===== src/tds_params.svh =====
// Purpose: offsets, field positions, reset values and counts of the turbo decode sequencer
// Assumes: included by bare name from the design modules
// Notes: definitions only
`ifndef TDS_PARAMS_SVH
`define TDS_PARAMS_SVH

// ----------------------------------------------------------------
// register offsets (byte addresses)
// ----------------------------------------------------------------
`define TDS_ADDR_CTRL 12'h000
`define TDS_ADDR_CONFIG 12'h004
`define TDS_ADDR_EXTR 12'h008
`define TDS_ADDR_STATUS 12'h00c

// ----------------------------------------------------------------
// field positions
// ----------------------------------------------------------------
`define TDS_CTRL_START 0
`define TDS_CTRL_MAXLOG 1
`define TDS_CFG_KS_LSB 0
`define TDS_CFG_RATE_LSB 4
`define TDS_CFG_NI_LSB 8
`define TDS_CFG_MODE_LSB 16
`define TDS_CFG_SLD_LSB 18
`define TDS_EXT_LIM_LSB 0
`define TDS_EXT_SCL_LSB 8
`define TDS_EXT_THR_LSB 16
`define TDS_ST_DONE 0
`define TDS_ST_DBUSY 1
`define TDS_ST_IBUSY 2
`define TDS_ST_STOPPED 3
`define TDS_ST_IDX_LSB 8

// ----------------------------------------------------------------
// reset values
// ----------------------------------------------------------------
`define TDS_KS_RST 4'h0
`define TDS_RATE_RST 3'h3
`define TDS_NI_RST 8'h00
`define TDS_MODE_RST 2'h0
`define TDS_SLD_RST 2'h0
`define TDS_LIMIT_RST 7'h60
`define TDS_SCALE_RST 6'h20
`define TDS_THR_RST 7'h17

// ----------------------------------------------------------------
// block and pipeline counts
// ----------------------------------------------------------------
`define TDS_K_UNIT 14'h06f8
`define TDS_KS_MAX 4'h8
`define TDS_TAIL_LEN 15'h0004
`define TDS_DELAY_SHORT 15'h008a
`define TDS_DELAY_MID 15'h010a
`define TDS_DELAY_LONG 15'h020a
`define TDS_SCALE_SHIFT 5
`define TDS_MAG_MAX 7'h7f

`endif


===== src/tds_pkg.sv =====
// Purpose: shared types of the turbo decode sequencer
// Assumes: nothing beyond the parameter header
// Notes: numeric constants live in tds_params.svh
package tds_pkg;

    // ----------------------------------------------------------------
    // sequencer states
    // ----------------------------------------------------------------
    typedef enum logic [1:0] {
        TDS_IDLE = 2'b01,
        TDS_RUN = 2'b10
    } tds_state_t;

    typedef enum logic [1:0] {
        TDS_STOP_FIXED = 2'h0,
        TDS_STOP_ODD = 2'h1,
        TDS_STOP_EVEN = 2'h2,
        TDS_STOP_ANY = 2'h3
    } tds_stop_mode_t;

endpackage


===== src/tds_extrinsic_conditioner.sv =====
// Purpose: scales and limits extrinsic information and reports its raw magnitude
// Assumes: two's complement extrinsic input from the map core
// Notes: extr_out is registered, one cycle after the input; extr_mag is combinational
`include "tds_params.svh"

module tds_extrinsic_conditioner import tds_pkg::*; #(
    parameter int EXTR_W = 8
) (
    input wire logic pclk,
    input wire logic presetn,
    input wire logic sync_reset,
    input wire logic [EXTR_W-1:0] extr_in,
    input wire logic extr_in_valid,
    input wire logic [6:0] limit,
    input wire logic [5:0] scale,
    output logic [EXTR_W-1:0] extr_out,
    output logic extr_out_valid,
    output logic [6:0] extr_mag
);

    logic neg;
    logic [EXTR_W-1:0] mag_raw;
    logic [EXTR_W+5:0] product;
    logic [EXTR_W-1:0] scaled;
    logic [EXTR_W-1:0] limited;

    assign neg = extr_in[EXTR_W-1];
    assign mag_raw = neg ? EXTR_W'(~extr_in + 1'b1) : extr_in;
    assign extr_mag = (mag_raw > EXTR_W'(`TDS_MAG_MAX)) ? `TDS_MAG_MAX : mag_raw[6:0];
    // multiply by scale / 32
    assign product = mag_raw * scale;
    assign scaled = product[EXTR_W+4:`TDS_SCALE_SHIFT];
    // clamp magnitude to the limit
    assign limited = (scaled > EXTR_W'(limit)) ? EXTR_W'(limit) : scaled;

    always_ff @(posedge pclk or negedge presetn) begin
        if (!presetn) begin
            extr_out <= '0;
            extr_out_valid <= 1'b0;
        end else if (sync_reset) begin
            extr_out <= '0;
            extr_out_valid <= 1'b0;
        end else begin
            extr_out <= neg ? EXTR_W'(~limited + 1'b1) : limited;
            extr_out_valid <= extr_in_valid;
        end
    end

endmodule


===== src/tds_sequencer.sv =====
// Purpose: sequences an iterative 16-state turbo decode around an external map core
// Assumes: synchronous-read received-symbol ram, map core fed from map_lanes and extr_apriori
// Notes: apb slave with zero wait states; config captured at start
//
// The APB slave port and the address map were chosen for this implementation.

`include "tds_params.svh"

// Operation
// - soft lanes are 6-bit signed magnitude
// - half-iteration index counts up to setting
// - delay select picks 138, 266 or 522
// - extrinsic magnitude clamped to limit
// - extrinsic scaled by scale over 32
// - stop mode: fixed, odd, even or any
// - read strobe with 14-bit read address
// - each half iteration rereads K+4 symbols
// - input ram busy and terminal count
// - start ignored while running except final cycle
// - synchronous active-high reset clears everything
// - decoded bits in final half iteration
// - even index error bits, first encoder
// - odd index error bits, second encoder
// - done low while decoding, high after
// - decoder busy and output terminal count
// - decode time bounded by half-iteration lengths
// - status outputs come straight from flip-flops
// - block length is 1784 times select+1, select capped at 8
// - stop when minimum magnitude exceeds threshold
// - one more half iteration after stopping
module tds_sequencer import tds_pkg::*; #(
    parameter int ADDR_W = 14,
    parameter int LANE_W = 6,
    parameter int EXTR_W = 8
) (
    input wire logic pclk,
    input wire logic presetn,
    input wire logic psel,
    input wire logic penable,
    input wire logic pwrite,
    input wire logic [11:0] paddr,
    input wire logic [31:0] pwdata,
    output logic [31:0] prdata,
    output logic pready,
    output logic pslverr,
    input wire logic sync_reset,
    input wire logic start,
    output logic rx_read_strobe,
    output logic [ADDR_W-1:0] rx_read_addr,
    input wire logic [LANE_W-1:0] soft_lane0,
    input wire logic [LANE_W-1:0] soft_lane1,
    input wire logic [LANE_W-1:0] soft_lane2,
    input wire logic [LANE_W-1:0] soft_lane3,
    input wire logic [LANE_W-1:0] soft_lane4,
    input wire logic [LANE_W-1:0] soft_lane5,
    input wire logic [LANE_W-1:0] soft_lane6,
    output logic [7*LANE_W-1:0] map_lanes,
    output logic [1:0] map_delay_select,
    output logic map_max_log,
    input wire logic [EXTR_W-1:0] map_extr,
    input wire logic map_extr_valid,
    output logic [EXTR_W-1:0] extr_apriori,
    output logic extr_apriori_valid,
    input wire logic map_decision,
    input wire logic [ADDR_W-1:0] perm_addr,
    output logic [ADDR_W-1:0] check_addr,
    input wire logic [6:0] check_sign,
    output logic decoded_ready,
    output logic [ADDR_W-1:0] decoded_addr,
    output logic decoded_bit,
    output logic [3:0] err_estimate,
    output logic [7:0] half_iter_index,
    output logic decode_done,
    output logic decoder_busy,
    output logic output_terminal_count,
    output logic input_ram_busy,
    output logic input_terminal_count
);

    // ----------------------------------------------------------------
    // elaboration checks
    // ----------------------------------------------------------------
    if (ADDR_W < 14) begin : g_bad_addr
        $error("address width below 14 cannot hold the largest block");
    end
    if (LANE_W != 6) begin : g_bad_lane
        $error("soft lanes must be 6 bits wide");
    end
    if (EXTR_W < 8) begin : g_bad_extr
        $error("extrinsic width below 8 cannot hold the limit");
    end

    // ----------------------------------------------------------------
    // apb register file
    // ----------------------------------------------------------------
    logic [3:0] reg_ks;
    logic [2:0] reg_rate;
    logic [7:0] reg_ni;
    logic [1:0] reg_mode;
    logic [1:0] reg_sld;
    logic reg_maxlog;
    logic [6:0] reg_limit;
    logic [5:0] reg_scale;
    logic [6:0] reg_thr;
    logic stopped_early;

    wire sel_ctrl = paddr == `TDS_ADDR_CTRL;
    wire sel_cfg = paddr == `TDS_ADDR_CONFIG;
    wire sel_ext = paddr == `TDS_ADDR_EXTR;
    wire sel_st = paddr == `TDS_ADDR_STATUS;
    wire addr_hit = sel_ctrl | sel_cfg | sel_ext | sel_st;
    wire apb_acc = psel & penable;
    wire apb_wr = apb_acc & pwrite;
    wire sw_start = apb_wr & sel_ctrl & pwdata[`TDS_CTRL_START];
    wire start_req = start | sw_start;

    assign pready = 1'b1;
    assign pslverr = apb_acc & ~addr_hit;
    assign prdata = !apb_acc ? 32'h0 :
        sel_ctrl ? {30'h0, reg_maxlog, 1'b0} :
        sel_cfg ? {12'h0, reg_sld, reg_mode, reg_ni, 1'b0, reg_rate, reg_ks} :
        sel_ext ? {9'h0, reg_thr, 2'h0, reg_scale, 1'b0, reg_limit} :
        sel_st ? {16'h0, half_iter_index, 4'h0, stopped_early, input_ram_busy, decoder_busy, decode_done} :
        32'h0;

    always_ff @(posedge pclk or negedge presetn) begin
        if (!presetn) begin
            reg_maxlog <= 1'b0;
            {reg_sld, reg_mode, reg_ni, reg_rate, reg_ks} <=
                {`TDS_SLD_RST, `TDS_MODE_RST, `TDS_NI_RST, `TDS_RATE_RST, `TDS_KS_RST};
            {reg_thr, reg_scale, reg_limit} <= {`TDS_THR_RST, `TDS_SCALE_RST, `TDS_LIMIT_RST};
        end else if (sync_reset) begin
            reg_maxlog <= 1'b0;
            {reg_sld, reg_mode, reg_ni, reg_rate, reg_ks} <=
                {`TDS_SLD_RST, `TDS_MODE_RST, `TDS_NI_RST, `TDS_RATE_RST, `TDS_KS_RST};
            {reg_thr, reg_scale, reg_limit} <= {`TDS_THR_RST, `TDS_SCALE_RST, `TDS_LIMIT_RST};
        end else if (apb_wr) begin
            if (sel_ctrl) begin
                reg_maxlog <= pwdata[`TDS_CTRL_MAXLOG];
            end
            if (sel_cfg) begin
                reg_ks <= pwdata[`TDS_CFG_KS_LSB +: 4];
                reg_rate <= pwdata[`TDS_CFG_RATE_LSB +: 3];
                reg_ni <= pwdata[`TDS_CFG_NI_LSB +: 8];
                reg_mode <= pwdata[`TDS_CFG_MODE_LSB +: 2];
                reg_sld <= pwdata[`TDS_CFG_SLD_LSB +: 2];
            end
            if (sel_ext) begin
                reg_limit <= pwdata[`TDS_EXT_LIM_LSB +: 7];
                reg_scale <= pwdata[`TDS_EXT_SCL_LSB +: 6];
                reg_thr <= pwdata[`TDS_EXT_THR_LSB +: 7];
            end
        end
    end

    // ----------------------------------------------------------------
    // soft lane conversion to two's complement for the map core
    // ----------------------------------------------------------------
    logic [7*LANE_W-1:0] lanes_in;
    assign lanes_in = {soft_lane6, soft_lane5, soft_lane4, soft_lane3, soft_lane2, soft_lane1, soft_lane0};

    for (genvar i = 0; i < 7; i++) begin : g_lane
        logic [LANE_W-1:0] sm;
        logic [LANE_W-2:0] mag;
        assign sm = lanes_in[i*LANE_W +: LANE_W];
        assign mag = sm[LANE_W-2:0];
        // codes 0 and 32 both give zero; punctured all-zero words become erasures
        always_ff @(posedge pclk or negedge presetn) begin
            if (!presetn) begin
                map_lanes[i*LANE_W +: LANE_W] <= '0;
            end else if (sync_reset) begin
                map_lanes[i*LANE_W +: LANE_W] <= '0;
            end else begin
                map_lanes[i*LANE_W +: LANE_W] <= sm[LANE_W-1] ? LANE_W'(-{1'b0, mag}) : {1'b0, mag};
            end
        end
    end

    // ----------------------------------------------------------------
    // sequencing state and captured configuration
    // ----------------------------------------------------------------
    tds_state_t state;
    logic [ADDR_W-1:0] k_len;
    logic [14:0] delay;
    logic [7:0] cfg_ni;
    logic [2:0] cfg_rate;
    logic [1:0] cfg_mode;
    logic [1:0] cfg_sld;
    logic cfg_maxlog;
    logic [14:0] cyc;
    logic stop_flag;
    logic [6:0] min_mag;
    logic [6:0] extr_mag;

    wire run = state == TDS_RUN;
    wire [3:0] ks_eff = (reg_ks > `TDS_KS_MAX) ? `TDS_KS_MAX : reg_ks;
    wire [17:0] k_prod = `TDS_K_UNIT * ({1'b0, ks_eff} + 5'h1);
    wire [14:0] delay_sel = (reg_sld == 2'h0) ? `TDS_DELAY_SHORT : (reg_sld == 2'h1) ? `TDS_DELAY_MID :
        `TDS_DELAY_LONG;
    // max-log-map adds one cycle to every half iteration
    wire [14:0] half_len = 15'(k_len) + delay + 15'h1 + 15'(cfg_maxlog);
    wire half_last = run & (cyc == half_len - 15'h1);
    wire is_final = (half_iter_index == cfg_ni) | stop_flag;
    wire finish = half_last & is_final;
    wire launch = (state == TDS_IDLE & start_req) | (finish & start_req);
    wire [14:0] rd_last = 15'(k_len) + `TDS_TAIL_LEN - 15'h1;
    wire rd_win = run & (cyc <= rd_last);
    wire [6:0] min_now = (map_extr_valid & run & (extr_mag < min_mag)) ? extr_mag : min_mag;
    wire stop_parity_ok = (cfg_mode == TDS_STOP_ANY) | (cfg_mode == TDS_STOP_ODD & half_iter_index[0]) |
        (cfg_mode == TDS_STOP_EVEN & ~half_iter_index[0]);
    wire stop_hit = half_last & ~is_final & (cfg_mode != TDS_STOP_FIXED) & stop_parity_ok &
        (min_now > reg_thr);

    always_ff @(posedge pclk or negedge presetn) begin
        if (!presetn) begin
            state <= TDS_IDLE;
            {k_len, delay, cfg_ni, cfg_rate, cfg_mode, cfg_sld, cfg_maxlog} <= '0;
            {cyc, half_iter_index, stop_flag, stopped_early} <= '0;
            min_mag <= `TDS_MAG_MAX;
        end else if (sync_reset) begin
            state <= TDS_IDLE;
            {k_len, delay, cfg_ni, cfg_rate, cfg_mode, cfg_sld, cfg_maxlog} <= '0;
            {cyc, half_iter_index, stop_flag, stopped_early} <= '0;
            min_mag <= `TDS_MAG_MAX;
        end else if (launch) begin
            state <= TDS_RUN;
            k_len <= k_prod[ADDR_W-1:0];
            delay <= delay_sel;
            {cfg_ni, cfg_rate, cfg_mode, cfg_sld, cfg_maxlog} <= {reg_ni, reg_rate, reg_mode, reg_sld, reg_maxlog};
            {cyc, half_iter_index, stop_flag, stopped_early} <= '0;
            min_mag <= `TDS_MAG_MAX;
        end else if (finish) begin
            state <= TDS_IDLE;
        end else if (half_last) begin
            cyc <= '0;
            half_iter_index <= half_iter_index + 8'h1;
            stop_flag <= stop_hit;
            stopped_early <= stop_hit;
            min_mag <= `TDS_MAG_MAX;
        end else if (run) begin
            cyc <= cyc + 15'h1;
            min_mag <= min_now;
        end
    end

    assign map_delay_select = cfg_sld;
    assign map_max_log = cfg_maxlog;

    tds_extrinsic_conditioner #(
        .EXTR_W(EXTR_W)
    ) u_cond (
        .pclk(pclk),
        .presetn(presetn),
        .sync_reset(sync_reset),
        .extr_in(map_extr),
        .extr_in_valid(map_extr_valid),
        .limit(reg_limit),
        .scale(reg_scale),
        .extr_out(extr_apriori),
        .extr_out_valid(extr_apriori_valid),
        .extr_mag(extr_mag)
    );

    // ----------------------------------------------------------------
    // decoded output window and error estimate
    // ----------------------------------------------------------------
    logic [ADDR_W-1:0] out_idx_d1;
    logic win_d1;
    logic last_d1;
    logic odd_d1;
    logic [3:0] enc;

    wire [14:0] out_first = delay + 15'(cfg_maxlog) - 15'h1;
    wire [14:0] out_off = cyc - out_first;
    wire out_win = run & is_final & (cyc >= out_first) & (out_off < 15'(k_len));
    wire [ADDR_W-1:0] out_idx = out_off[ADDR_W-1:0];
    // feedback 1+D^3+D^4, parities 33, 25 and 37 octal
    wire fb = map_decision ^ enc[2] ^ enc[3];
    wire par1 = fb ^ enc[0] ^ enc[2] ^ enc[3];
    wire par2 = fb ^ enc[1] ^ enc[3];
    wire par3 = fb ^ enc[0] ^ enc[1] ^ enc[2] ^ enc[3];

    function automatic logic [3:0] err_calc(input logic odd, input logic [2:0] rate, input logic [6:0] s,
                                             input logic d, input logic y1, input logic y2, input logic y3,
                                             input logic kodd);
        logic [3:0] e;
        e = 4'h0;
        if (!odd) begin
            e[0] = d ^ s[0];
            unique case (rate)
                3'h2: e[1] = ~kodd & (y1 ^ s[1]);
                3'h3: e[1] = y1 ^ s[1];
                3'h4, 3'h5: e[3:2] = {y3 ^ s[2], y2 ^ s[1]};
                3'h6, 3'h7: e[3:1] = {y3 ^ s[3], y2 ^ s[2], y1 ^ s[1]};
                default: e = {3'h0, d ^ s[0]};
            endcase
        end else begin
            unique case (rate)
                3'h2: e[1] = kodd & (y1 ^ s[1]);
                3'h3: e[1] = y1 ^ s[2];
                3'h4: e[1] = y1 ^ s[3];
                3'h5: e[2:1] = {y2 ^ s[4], y1 ^ s[3]};
                3'h6: e[3:1] = {y3 ^ s[5], 1'b0, y1 ^ s[4]};
                3'h7: e[3:1] = {y3 ^ s[6], y2 ^ s[5], y1 ^ s[4]};
                default: e = 4'h0;
            endcase
        end
        return e;
    endfunction

    always_ff @(posedge pclk or negedge presetn) begin
        if (!presetn) begin
            {check_addr, out_idx_d1, win_d1, last_d1, odd_d1, enc} <= '0;
            {decoded_ready, decoded_addr, decoded_bit, err_estimate, output_terminal_count} <= '0;
        end else if (sync_reset) begin
            {check_addr, out_idx_d1, win_d1, last_d1, odd_d1, enc} <= '0;
            {decoded_ready, decoded_addr, decoded_bit, err_estimate, output_terminal_count} <= '0;
        end else begin
            check_addr <= cfg_ni[0] ? perm_addr : out_idx;
            out_idx_d1 <= out_idx;
            win_d1 <= out_win;
            last_d1 <= out_win & (out_idx == k_len - 1'b1);
            odd_d1 <= half_iter_index[0];
            enc <= win_d1 ? {enc[2:0], fb} : 4'h0;
            decoded_ready <= win_d1;
            decoded_addr <= check_addr;
            decoded_bit <= win_d1 & map_decision;
            err_estimate <= win_d1 ? err_calc(odd_d1, cfg_rate, check_sign, map_decision, par1, par2, par3,
                                              out_idx_d1[0]) : 4'h0;
            output_terminal_count <= last_d1;
        end
    end

    // ----------------------------------------------------------------
    // read strobe and registered status
    // ----------------------------------------------------------------
    always_ff @(posedge pclk or negedge presetn) begin
        if (!presetn) begin
            {rx_read_strobe, rx_read_addr, input_terminal_count} <= '0;
            {input_ram_busy, decoder_busy, decode_done} <= '0;
        end else if (sync_reset) begin
            {rx_read_strobe, rx_read_addr, input_terminal_count} <= '0;
            {input_ram_busy, decoder_busy, decode_done} <= '0;
        end else begin
            rx_read_strobe <= rd_win & ~launch;
            rx_read_addr <= cyc[ADDR_W-1:0];
            input_terminal_count <= rd_win & is_final & (cyc == rd_last) & ~launch;
            if (launch) begin
                input_ram_busy <= 1'b1;
                decoder_busy <= 1'b1;
                decode_done <= 1'b0;
            end else begin
                if (rd_win & is_final & (cyc == rd_last)) begin
                    input_ram_busy <= 1'b0;
                end
                if (finish) begin
                    decoder_busy <= 1'b0;
                    decode_done <= 1'b1;
                end
            end
        end
    end

endmodule


===== config.mk =====
export PLATFORM = sky130hd
export DESIGN_NAME = tds_sequencer
export DESIGN_NICKNAME = d
export VERILOG_FILES = /design/src/tds_pkg.sv /design/src/tds_extrinsic_conditioner.sv /design/src/tds_sequencer.sv
export VERILOG_INCLUDE_DIRS = /design/src
export SDC_FILE = /design/constraint.sdc
export NUM_CORES = 1
export LEC_CHECK = 0
export ABC_AREA = 1
export BUFFER_PORTS_ARGS = -buffer_cell sky130_fd_sc_hd__buf_2
export CAP_MARGIN = 10
export CORE_MARGIN = 2
export CORE_UTILIZATION = 50
export DETAILED_ROUTE_END_ITERATION = 7
export GPL_ROUTABILITY_DRIVEN = 0
export PLACE_DENSITY = 0.72
export SLEW_MARGIN = 20
export SYNTH_ARGS = -nofsm -noshare
export SYNTH_HDL_FRONTEND = slang
export SYNTH_HIERARCHICAL = 1
export SYNTH_SLANG_ARGS = --single-unit

===== constraint.sdc =====
create_clock -name pclk -period 14.39 [get_ports pclk]
set_input_delay 0.7195 -clock pclk [delete_from_list [all_inputs] [get_ports pclk]]
set_output_delay 0.7195 -clock pclk [all_outputs]
set_load 0.005 [all_outputs]

# Yosys cells after proc, flatten, opt, wreduce, memory -nomap -nowiden
# Index checks and enable logic that the tools add are counted.
# word_totals
in_bits	124
ff_bits	231
# op_classes
eq_ne	20
reduce_logical	20
n_mux	123
bitwise	67
add_sub_neg	22
n_lt_le_gt_ge	8
multipliers	2
# op_table
operator	n
15-bit two-way mux	7
8-bit two-way mux	13
6-bit two-way mux	17
23-bit two-way mux	4
7-bit two-way mux	13
14-bit two-way mux	6
15-bit by 1-bit subtractor with 15-bit output (second input constant)	3
5-bit negator with 6-bit output	7
4-bit two-way mux	9
15-bit by 1-bit adder with 15-bit output	2
15-bit by 1-bit adder with 15-bit output (second input constant)	2
15-bit equality test	2
1-bit AND	29
1-bit two-way mux	28
2-bit two-way mux	13
8-bit by 1-bit adder with 8-bit output (second input constant)	3
12-bit by 4-bit equality test with 1-bit output (second input constant)	2
1-bit XOR	23
10-bit two-way mux	2
16-bit two-way mux	1
8-bit inverter	2
14-bit by 15-bit adder with 15-bit output	1
14-bit by 3-bit adder with 15-bit output (second input constant)	1
15-bit >= comparator	1
34 further kinds	71

# Longest topological paths before layout
# Gate-level depths: netlist (run 1).
# logic_depth
depth_word	14
ltp_mapped	43

# By module
# Netlist (run 1), hierarchy kept.
# modules_own_cells
mod	n_inst	seq_area_each_um2	cells_per_inst	area_per_inst_um2
tds_sequencer	1	5201.2	1789	13301.5
tds_extrinsic_conditioner	1	225.2	370	2452.4

# Worst setup path before layout (run 1)
# No wires, ideal clock.
# synth_path
path_kind	input -> register
from	input port map_extr[1]
to	register u_cond.extr_out[6]
arrival_ns	5.840
required_time_ns	14.271
setup_slack_ns	8.431
setup_time_ns	0.119
stages	38
path_cell_list	inv_1 -> ha_1 -> inv_1 -> o41ai_1 -> xor2_1 -> inv_1 -> nor2_1 -> fa_1 -> fa_1 -> inv_1 -> fa_1 -> inv_1 -> ha_1 -> nand2_1 -> inv_1 -> nand2_1 -> nand2_1 -> inv_1 -> [... 2 more ...] -> nand2_2 -> xor2_2 -> ha_1 -> nand2_1 -> inv_1 -> nand2_1 -> nand2_1 -> nand2_1 -> nand2_1 -> nand2_1 -> nand3_1 -> nand2_4 -> ha_1 -> nand3_1 -> nor2_1 -> nand2_1 -> a21oi_1 -> nor2_1
# synth_between
elab_chain_len	10
# synth_lines
element	line	rtl
start: declaration	tds_sequencer.sv:60	input wire logic [EXTR_W-1:0] map_extr,
8-bit inverter	tds_extrinsic_conditioner.sv:28	assign mag_raw = neg ? EXTR_W'(~extr_in + 1'b1) : extr_in;
8-bit by 1-bit adder with 8-bit output	tds_extrinsic_conditioner.sv:28	
8-bit two-way mux (*)	tds_extrinsic_conditioner.sv:28	
8-bit by 6-bit multiplier with 13-bit output (*)	tds_extrinsic_conditioner.sv:31	assign product = mag_raw * scale;
8-bit by 7-bit greater-than comparator with 1-bit output	tds_extrinsic_conditioner.sv:34	assign limited = (scaled > EXTR_W'(limit)) ? EXTR_W'(limit) : scaled;
8-bit two-way mux (*)	tds_extrinsic_conditioner.sv:34	
8-bit inverter	tds_extrinsic_conditioner.sv:44	extr_out <= neg ? EXTR_W'(~limited + 1'b1) : limited;
8-bit by 1-bit adder with 8-bit output	tds_extrinsic_conditioner.sv:44	
8-bit two-way mux (*)	tds_extrinsic_conditioner.sv:44	
8-bit two-way mux (*)	tds_extrinsic_conditioner.sv:40	end else if (sync_reset) begin
end signal: assignment	tds_extrinsic_conditioner.sv:44	
end: declaration	tds_extrinsic_conditioner.sv:16	output logic [EXTR_W-1:0] extr_out,
# Mark *: on every way between the ends. The rest lies on a longest branch, timed or not.
# A chain may end at the register's enable or synchronous reset.

# Worst setup path in the final report (run 1)
# Same ends and word-level chain as after synthesis.

==> results by group, run 1 <==
Logic synthesis
  – Synth warn: 6
  – Synth unique cells: 55
  – Post-Synthesis Cells: 2159
  – Asr flop ratio synth: 100%
  – Syn avg cell area: 7.30 um^2
  – Post-synth top flop: dfrtp_1
  – Yosys reg bits: 216
  – Sequential area share after synthesis: 34.4%
  – Syn Std Cell Area: 0.0158 mm^2
  – Post-synth EDFFs: 0

Power and ir drop
  – Sw Share: 35.8%
  – Sw Pwr: 0.750 mW
  – PwrDens: 115 mW/mm^2
  – Pint: 1.34 mW
  – Leakage Power: 10.2 nW
  – Combinational power share: 33.0%
  – VDD IR max: 0.000103 V
  – Reg power frac: 33.3%
  – Power share of the clock group: 33.8%

Worst setup path
  – Startpoint types: primary input
  – Setup CP Type: in2reg
  – Crit-path most repeated cell: nand2_1
  – Worst Path Max Fanout: 7
  – Crit end category: register
  – Crit path max-delay cell type: fa_1
  – Required time worst endpoint: 14.80 ns
  – Worst path max stage delay: 0.53 ns
  – Crit path DAT: 6.59 ns

CTS
  – Clk pin slew, worst setup/hold paths: 0.06 ns
  – Post-CTS Hold Fix Bufs: 0
  – Clock Tree Root: clkbuf_16
  – Setup repair bufs after CTS: 0
  – Max Root-Sink Buffers: 3
  – Num CTS Buffers: 27
  – TritonCTS clock tree: done
  – Post-CTS sizing: 0
  – Number of H-tree levels: 1
  – Worst-skew pair later-pin latency: 0.54 ns
  – Clock tree sinks: 216

Place
  – Area post-placement: 0.0172 mm^2
  – I/O Buffers: 252
  – Final HPWL DP: 36000 um

Cells and area
  – Area delta synth->final: 15.4%
  – Final #Nets: 2659
  – Filler instances: 2841
  – Layout cells sized above 1: 15.7%
  – Area of the multi-input gates: 0.00861 mm^2
  – Register area: 0.00543 mm^2
  – Final Cell Area: 0.0182 mm^2

STA
  – Total negative setup slack: 0 ns
  – Tcrit/Tclk final: 43.0%
  – Slew @ Worst Pin: 1.05 ns
  – Slew Viols, Final: 0
  – Hold Violations, Final: 0
  – Final Critical Period: 6.18 ns
  – Fin Clk Skew: 0.0170 ns
  – Final setup viols: 0
  – RSZ-0062 raised after global routing: no
  – Max frequency: 162 MHz
  – Max-slew headroom: 29.6%
  – WHS: 0.198 ns

Job
  – Max Cap Viol: 0

Die
  – Chip Height: 182 um
  – DIE AREA: 0.0329 mm^2
  – Core Box Area: 0.0308 mm^2
  – Initial Util: 51.1%
  – Floorplan row count: 64
  – # IOs: 274
  – Width of the chip: 182 um

Outcome
  – Status: completed

Global routing
  – Overflow after GRT: 0
  – Vias in the first global route: 14264
  – First-pass GRT wire length: 74800 um
  – Initial antenna violation count: 3
  – Pin count of the biggest net entering global routing: 95
  – GRT Total Usage: 28.2%

Routing
  – Avg WL per Cell: 16.7 um
  – Drt first-iter violations: 1151
  – Via Count: 15071
  – Drt total wl: 46900 um
  – DRC viols: 0
  – Vias per inst: 5.36
  – Post-DRT Antenna Nets: 0
  – Drt pass-1 iters: 6

Worst hold path
  – Hold Crit Class: in2async
[metrics by stage]
step                      setup slack, ns  total power [mW]  std cells  util (%)
after floorplan                      8.43              1.20       2171         -
after global placement               7.86              1.36       2759      55.9
after global routing                 7.74              2.24       2810      59.0
final                                8.21              2.09       2810      59.0
after CTS                            8.25              2.10       2808      58.9
after detailed placement             7.74              1.39       2759      55.9
[cell usage after synthesis, types with 9 or more instances]
library cell,number,area [um^2]
a21oi_1,101,505
dfstp_2,17,447
xor2_1,37,324
o21ai_0,104,521
nand3_1,127,636
inv_1,357,1340
nor2_1,241,905
nand3b_1,10,75.1
nand4_1,35,219
xnor2_1,21,184
dfrtp_1,199,4980
buf_4,15,113
fa_1,34,681
nor3b_1,9,67.6
a221oi_1,10,87.6
clkbuf_1,33,124
buf_6,9,101
nand2_1,537,2020
ha_1,109,1360
nand2_2,15,93.8
nor3_1,37,185
[worst paths after layout]
path	startpoint	depth (start not counted)	end	slack, ns
setup / recovery	map_extr[1]	39	u_cond/extr_out[6]	8.21
hold / removal	presetn	1	rx_read_addr[9]	0.20
setup reg to reg	reg_scale[5]	33	u_cond/extr_out[6]	8.83
hold reg to reg	check_addr[10]	2	decoded_addr[10]	0.48
max in group asynchronous	presetn	2	half_iter_index[3]	12.85
min in group pclk	soft_lane5[2]	2	map_lanes[32]	0.40
[area by class of cell]
| type | instances | share of cell area, % |
|---|---|---|
| Multi-Input combinational cell | 1520 | 47.4 |
| Inverter | 368 | 7.65 |
| Timing Repair Buffer | 259 | 7.30 |
| Tap cell | 396 | 2.73 |
| Sequential cell | 216 | 29.9 |
| Clock buffer | 36 | 4.07 |
| Clock inverter | 13 | 1.01 |
| Antenna cell | 2 | 0.0275 |
[routing by layer]
metal / routed length [um] / global-route usage [%] / vias up
met5: 0 / 0 / -
met4: 1730 / 9.76 / 0
met3: 3390 / 3.95 / 120
met2: 21900 / 46.4 / 597
met1: 19900 / 38.4 / 7097
li1: - / - / 7257
[cell families after synthesis]
group / synth area share [%]
and+or+nand+nor: 28.4
buffers and inverters: 11.3
AOI/OAI and AO/OA: 9.36
DFF: 34.4
adders and majority gates: 13.0
xor gates and xnor gates: 3.43
other: 0.0477
muxes: 0.0635
[state kept, by name, summed over array words and instances, names as in the netlist, 3 cells and up]
register	flops
check_addr	14
reg_ks	4
cyc	15
enc	4
half_iter_index	8
k_len	11
reg_thr	7
delay	4
min_mag	7
cfg_ni	8
reg_rate	3
rx_read_addr	14
err_estimate	4
u_cond/extr_out	8
reg_limit	7
decoded_addr	14
map_lanes	42
reg_scale	6
cfg_rate	3
reg_ni	8
[placed cells by master (no fill, tap or decap), types with 21 or more instances in the layout]
| cell type | instances |
|---|---|
| nor3_1 | 37 |
| clkbuf_16 | 27 |
| nand3_1 | 127 |
| nor2_1 | 240 |
| xnor2_1 | 21 |
| nand4_1 | 35 |
| inv_1 | 357 |
| fa_1 | 34 |
| buf_2 | 250 |
| a21oi_1 | 100 |
| nand2_1 | 537 |
| dfrtp_1 | 199 |
| ha_1 | 109 |
| o21ai_0 | 104 |
| xor2_1 | 37 |
[critical path, delay by kind of cell]
family | cells | cell delay, ns
simple gates | 19 | 1.79
compound gates | 2 | 0.56
buf+inv | 9 | 0.71
xor+xnor | 2 | 0.34
fa+ha+maj | 7 | 2.46
[power by group through the flow]
stage | Sequential [mW] | Combinational (mW) | Clock [mW]
global placement | 0.705 | 0.659 | 0
global route | 0.703 | 0.793 | 0.740
finish | 0.697 | 0.691 | 0.707
detailed placement | 0.706 | 0.681 | 0
floorplan | 0.695 | 0.505 | 0
CTS | 0.696 | 0.688 | 0.715
Power figures use the tool's default switching activity.
==> inputs of run 2 (changes only) <==
Settings changed: PLACE_DENSITY 0.72 to 0.75.
Clock period 14.39 ns to 5.1 ns, I/O delays scaled along.
==> run 2 against run 1 <==
Against the previous run:
- the flow now finishes with violations (setup timing)
- sequential cell count is the same
- critical path depth down 3
- clock power rose to 2.9 times the previous value
- largest power group is now combinational logic
- final cell count is 3.5% higher
- sequential power rose to 2.8 times the previous value
- combinational power grew to 3.4 times the previous value
- final area rose by 7.1%
- core utilization grew 4.2 points
- global-route usage increased by 0.46 points
- sequential share of layout area is 2.0 points lower
==> results by group, run 2 (synthesis gave the netlist of run 1 again) <==
Outcome
  – Status: complete, but fails checks
  – Failing checks: setup timing

Cells and area
  – Final #Nets: 2760
  – Biggest register: map_lanes
  – Layout cells sized above 1: 20.1%
  – Most common cell after layout, fill and taps aside: nand2_1
  – Area delta synth->final: 23.6%
  – Largest register FFs: 42
  – Filler instances: 2656
  – Top flop regs: map_lanes x42, cyc x15
  – Most frequent cells in the layout: 523 x nand2_1, 337 x inv_1, 246 x buf_2, 225 x nor2_1, 197 x dfrtp_1

CTS
  – Clk pin slew, worst setup/hold paths: 0.06 ns
  – Max Root-Sink Buffers: 3
  – Clock Tree Root: clkbuf_16
  – Worst-skew pair later-pin latency: 0.55 ns
  – TritonCTS clock tree: done
  – Clock tree sinks: 216
  – Number of H-tree levels: 1
  – Num CTS Buffers: 25

Global routing
  – Initial antenna violation count: 0
  – Vias in the first global route: 15143
  – First-pass GRT wire length: 76900 um
  – GRT Total Usage: 28.7%
  – Overflow after GRT: 0
  – Pin count of the biggest net entering global routing: 123

STA
  – Final setup viols: 1
  – Post-route setup slack: -0.0299 ns
  – Fin Clk Skew: 0.0233 ns
  – Hold Violations, Final: 0
  – RSZ-0062 raised after global routing: yes
  – Final Critical Period: 5.13 ns
  – Slew Viols, Final: 0
  – Slew @ Worst Pin: 0.833 ns
  – Total negative setup slack: -0.0299 ns
  – WHS: 0.00991 ns
  – Max frequency: 195 MHz
  – Tcrit/Tclk final: 101%
  – Max-slew headroom: 44.4%

Routing
  – Via Count: 15668
  – DR WL met2: 22600 um
  – Drt total wl: 48200 um
  – Drt pass-1 iters: 5
  – Post-DRT Antenna Nets: 0
  – Vias per inst: 5.39
  – DRT met1 WL: 20000 um
  – DRC viols: 0
  – Metal3 WL: 3750 um
  – Max layer used: met4
  – Drt first-iter violations: 1230
  – Avg WL per Cell: 16.6 um

Worst setup path
  – Setup CP Type: in2reg
  – Worst Path Max Fanout: 5
  – Worst r2r path cells: 31
  – Startpoint types: primary input
  – Crit path max-delay cell type: fa_1
  – Worst r2r src: reg_scale[5]
  – Crit-path most repeated cell: inv_2
  – Worst path max stage delay: 0.56 ns
  – Worst reg-to-reg setup slack: 0.04 ns
  – Crit end category: register
  – Crit path DAT: 5.55 ns
  – Required time worst endpoint: 5.52 ns
  – Reg2Reg Capture Point: u_cond/extr_out[6]

Die
  – Core Box Area: 0.0308 mm^2
  – DIE AREA: 0.0329 mm^2
  – Chip Height: 182 um
  – # IOs: 274
  – Width of the chip: 182 um
  – Initial Util: 51.1%
  – Floorplan row count: 64

Place
  – I/O Buffers: 252
  – Final HPWL DP: 35300 um
  – Worst slack, placed: -0.499 ns

Job
  – Max Cap Viol: 0

Power and ir drop
  – Leakage Power: 10.7 nW
  – PwrDens: 327 mW/mm^2
  – VDD IR max: 0.000233 V
  – Total power: 6.36 mW

Worst hold path
  – Number of cells on the worst hold path: 3
  – Worst hold start: soft_lane5[1]
  – Hold EP: map_lanes[31]
  – Hold Crit Class: in2reg
[run 2: changes by cell type in the layout (fill, tap and decap cells not counted), moves of 8 or more]
cell           previous run  this run
ha_1                    109        99
nand2_1                 537       523
nand2_2                  15        23
nor2_2                    7        15
inv_1                   357       337
nor2_1                  240       225
ha_4                      0        10
buf_4                     8        64
dlygate4sd3_1             0        45
inv_2                     6        22
[run 2: cell type report]
cell class	count	area, um^2	share of cell area, %
multi-input combinational	1521	8970	46.1
sequential	216	5430	27.9
timing repair buffer	361	2250	11.5
inverter	368	1410	7.23
clock buffer	35	713	3.66
tap	396	495	2.54
clock inverter	10	206	1.06
antenna	1	2.50	0.0129
[run 2: timing repair]
| item | 4_1_cts | 5_1_grt |
|---|---|---|
| setup buffers | 2 | 7 |
| cloned | 0 | 1 |
| endpoints found under the setup margin | 2 | 8 |
| gates resized for setup | 3 | 81 |
| hold endpoints to repair | 135 | 0 |
| pin swaps | 1 | 50 |
| hold buffers | 45 | 0 |
[run 2: power breakdown]
| part | switching, mW | leakage, nW | internal (mW) |
|---|---|---|---|
| Combinational | 1.39 | 7.41 | 0.972 |
| Clock | 0.751 | 0.447 | 1.27 |
| Sequential | 0.122 | 2.83 | 1.86 |
[run 2: worst max path at each step]
stage            startpoint                 end  cells after the start
5_1_grt         map_extr[4]  u_cond/extr_out[6]                     40
3_5_place_dp    map_extr[1]  u_cond/extr_out[6]                     41
6_report        map_extr[4]  u_cond/extr_out[6]                     36
2_1_floorplan   map_extr[0]  u_cond/extr_out[6]                     40
4_1_cts        reg_scale[4]  u_cond/extr_out[6]                     32
3_3_place_gp    map_extr[1]  u_cond/extr_out[6]                     40
[run 2: worst max-delay path: cells and delay by family]
kind / cells / cell delay (ns)
AOI/OAI and AO/OA: 3 / 0.62
xor gates and xnor gates: 2 / 0.47
adders and majority gates: 6 / 2.21
and+or+nand+nor: 18 / 1.53
buffers and inverters: 7 / 0.45
[run 2: per-stage QoR]
| stage | instance area (um^2) | utilization, % | std cells |
|---|---|---|---|
| final | 19500 | 63.2 | 2908 |
| after global routing | 19500 | 63.2 | 2907 |
| after CTS | 19100 | 62.0 | 2899 |
| after detailed placement | 17700 | 57.5 | 2807 |
| after global placement | 17700 | 57.5 | 2807 |
| after floorplan | 15900 | - | 2171 |
[run 2: routing by layer]
| layer | track usage [%] | up-vias |
|---|---|---|
| met5 | 0 | - |
| met4 | 10.3 | 0 |
| met3 | 4.75 | 137 |
| met2 | 47.6 | 659 |
| met1 | 38.0 | 7409 |
| li1 | - | 7463 |
==> inputs of run 3 (changes only) <==
--- a/config.mk
+++ b/config.mk
@@ -11,8 +11,8 @@
 export CAP_MARGIN = 10
 export CORE_MARGIN = 2
-export CORE_UTILIZATION = 50
+export CORE_UTILIZATION = 49
 export DETAILED_ROUTE_END_ITERATION = 7
 export GPL_ROUTABILITY_DRIVEN = 0
-export PLACE_DENSITY = 0.75
+export PLACE_DENSITY = 0.74
 export SLEW_MARGIN = 20
 export SYNTH_ARGS = -nofsm -noshare
==> constraint.sdc (replaced) <==
create_clock -name pclk -period 5.1 [get_ports pclk]
set_input_delay 0.255 -clock pclk [delete_from_list [all_inputs] [get_ports pclk]]
set_output_delay 0.255 -clock pclk [all_outputs]
set_load 0.1 [all_outputs]
==> run 3 against run 2 <==
Against the previous run:
- the run still ends with setup timing left
- die area grew 2.0%
- core utilization shrank 1.8 points
- sequential share of layout area rose by 0.10 points
- non-clock buffer count rose by 7
- final area fell by 0.38%
- via count up 0.38%
- register-to-register slack got worse by 0.09 ns
- first-iteration DRC count up 9.4%
- setup slack worse by 0.018 ns
- worst hold slack got worse by 0.0036 ns
- routed wire length hardly changed
- total power is 7.7% higher
==> results by group, run 3 (synthesis gave the netlist of run 1 again) <==
Routing
  – Drt total wl: 48200 um
  – DRC viols: 0
  – Drt pass-1 iters: 5
  – Vias per inst: 5.38
  – Post-DRT Antenna Nets: 0
  – Avg WL per Cell: 16.5 um
  – Via Count: 15728
  – Drt first-iter violations: 1346

CTS
  – Clk pin slew, worst setup/hold paths: 0.06 ns
  – Num CTS Buffers: 26
  – Clock Tree Root: clkbuf_16
  – TritonCTS clock tree: done
  – Clock tree sinks: 216
  – Max Root-Sink Buffers: 3
  – Worst-skew pair later-pin latency: 0.54 ns
  – Number of H-tree levels: 1

STA
  – Fin Clk Skew: 0.0168 ns
  – Final setup viols: 2
  – RSZ-0062 raised after global routing: yes
  – Hold Violations, Final: 0
  – Slew @ Worst Pin: 0.803 ns
  – Tcrit/Tclk final: 101%
  – Max frequency: 194 MHz
  – Final Critical Period: 5.15 ns
  – Max-slew headroom: 46.4%
  – Slew Viols, Final: 0
  – Post-route setup slack: -0.0477 ns

Die
  – Initial Util: 49.8%
  – DIE AREA: 0.0336 mm^2
  – Width of the chip: 183 um
  – Floorplan row count: 65
  – Chip Height: 183 um
  – Core Box Area: 0.0316 mm^2
  – # IOs: 274

Worst setup path
  – Worst Path Max Fanout: 8
  – Crit end category: register
  – Worst reg-to-reg setup slack: -0.05 ns
  – Startpoint types: register
  – Crit path max-delay cell type: dfstp_2
  – Setup CP Type: reg2reg
  – Required time worst endpoint: 5.52 ns
  – Worst r2r path cells: 33
  – Worst r2r src: reg_scale[5]
  – Crit-path most repeated cell: nand2_2
  – Reg2Reg Capture Point: u_cond/extr_out[7]
  – Crit path DAT: 5.57 ns
  – Worst path max stage delay: 0.61 ns

Outcome
  – Status: complete, but fails checks
  – Failing checks: setup timing

Cells and area
  – Top flop regs: map_lanes x42, cyc x15
  – Area delta synth->final: 23.1%
  – Filler instances: 2759
  – Register area: 0.00543 mm^2
  – Biggest register: map_lanes
  – Most frequent cells in the layout: 527 x nand2_1, 337 x inv_1, 248 x buf_2, 225 x nor2_1, 198 x dfrtp_1
  – Final #Nets: 2767
  – Most common cell after layout, fill and taps aside: nand2_1
  – Layout cells sized above 1: 20.2%
  – Area of the multi-input gates: 0.00890 mm^2
  – Largest register FFs: 42
  – Final Cell Area: 0.0194 mm^2

Place
  – Final HPWL DP: 35600 um
  – Area post-placement: 0.0178 mm^2
  – I/O Buffers: 252

Global routing
  – Overflow after GRT: 0
  – Vias in the first global route: 15576
  – Pin count of the biggest net entering global routing: 125
  – GRT Total Usage: 28.1%
  – First-pass GRT wire length: 76600 um
  – Initial antenna violation count: 4

Worst hold path
  – Worst hold start: soft_lane5[1]
  – Hold Crit Class: in2reg
  – Number of cells on the worst hold path: 3
  – Hold EP: map_lanes[31]

Job
  – Max Cap Viol: 0

Power and ir drop
  – VDD IR max: 0.000249 V
  – Leakage Power: 10.7 nW
  – PwrDens: 353 mW/mm^2
  – Total power: 6.86 mW
-- run 3: final cells by class --
type	count	area share, %
multi-input combinational	1520	45.9
sequential	216	28.0
timing repair buffer	368	11.8
inverter	368	7.23
clock buffer	37	3.88
tap	402	2.59
clock inverter	11	0.600
antenna	3	0.0387
-- run 3: how the worst max path moves through the flow --
stage | startpoint | to | slack (ns) | cells past startpoint
global route | reg_scale[5] | u_cond/extr_out[7] | -0.30 | 33
CTS | reg_scale[5] | u_cond/extr_out[6] | 0.00006 | 34
floorplan | map_extr[0] | u_cond/extr_out[6] | 0.006 | 40
detailed placement | map_extr[1] | u_cond/extr_out[4] | -0.54 | 40
global placement | map_extr[1] | u_cond/extr_out[6] | -0.39 | 41
finish | reg_scale[5] | u_cond/extr_out[7] | -0.05 | 33
-- run 3: repair_timing --
item	in CTS	in global routing
hold buffers	42	0
setup endpoints to repair	6	8
buffers inserted	3	9
gates resized for setup	6	63
pin swaps	3	35
endpoints found under the hold margin	131	0
-- run 3: power breakdown --
group	total, mW	switching [mW]	internal [mW]
registers	1.98	0.119	1.86
clock network	1.89	0.764	1.13
logic	2.99	1.97	1.02
-- run 3: per-layer routing --
metal  global-route usage [%]  wire [um]  share of wire, %  up-vias
met5                        0         30             0.062        -
met4                     13.0       2260               4.7        4
met3                     5.30       3660               7.6      155
met2                     46.7      22300                46      646
met1                     35.5      19900                41     7445
li1                         -          -                 -     7478
-- run 3: worst max-delay path: cells and delay by family, from the launching register on --
kind          cells  cell delay, ns
buf+inv           7            0.47
simple gates     20            1.71
fa+ha+maj         5            2.04
xor+xnor          1            0.17
flops             1            0.61
-- run 3: stage by stage --
| step | instances | TNS, ns | setup WS (ns) | hold WS [ns] | utilization, % |
|---|---|---|---|---|---|
| detailed placement | 2820 | -3.39 | -0.536 | 0.313 | 56.2 |
| global route | 2923 | -1.54 | -0.305 | 0.00376 | 61.3 |
| floorplan | 2171 | 0 | 0.00566 | -0.0406 | - |
| CTS | 2913 | 0 | 0.0000577 | 0.000582 | 60.4 |
| global placement | 2820 | -2.11 | -0.387 | 0.306 | 56.2 |
| finish | 2925 | -0.0931 | -0.0477 | 0.00632 | 61.3 |
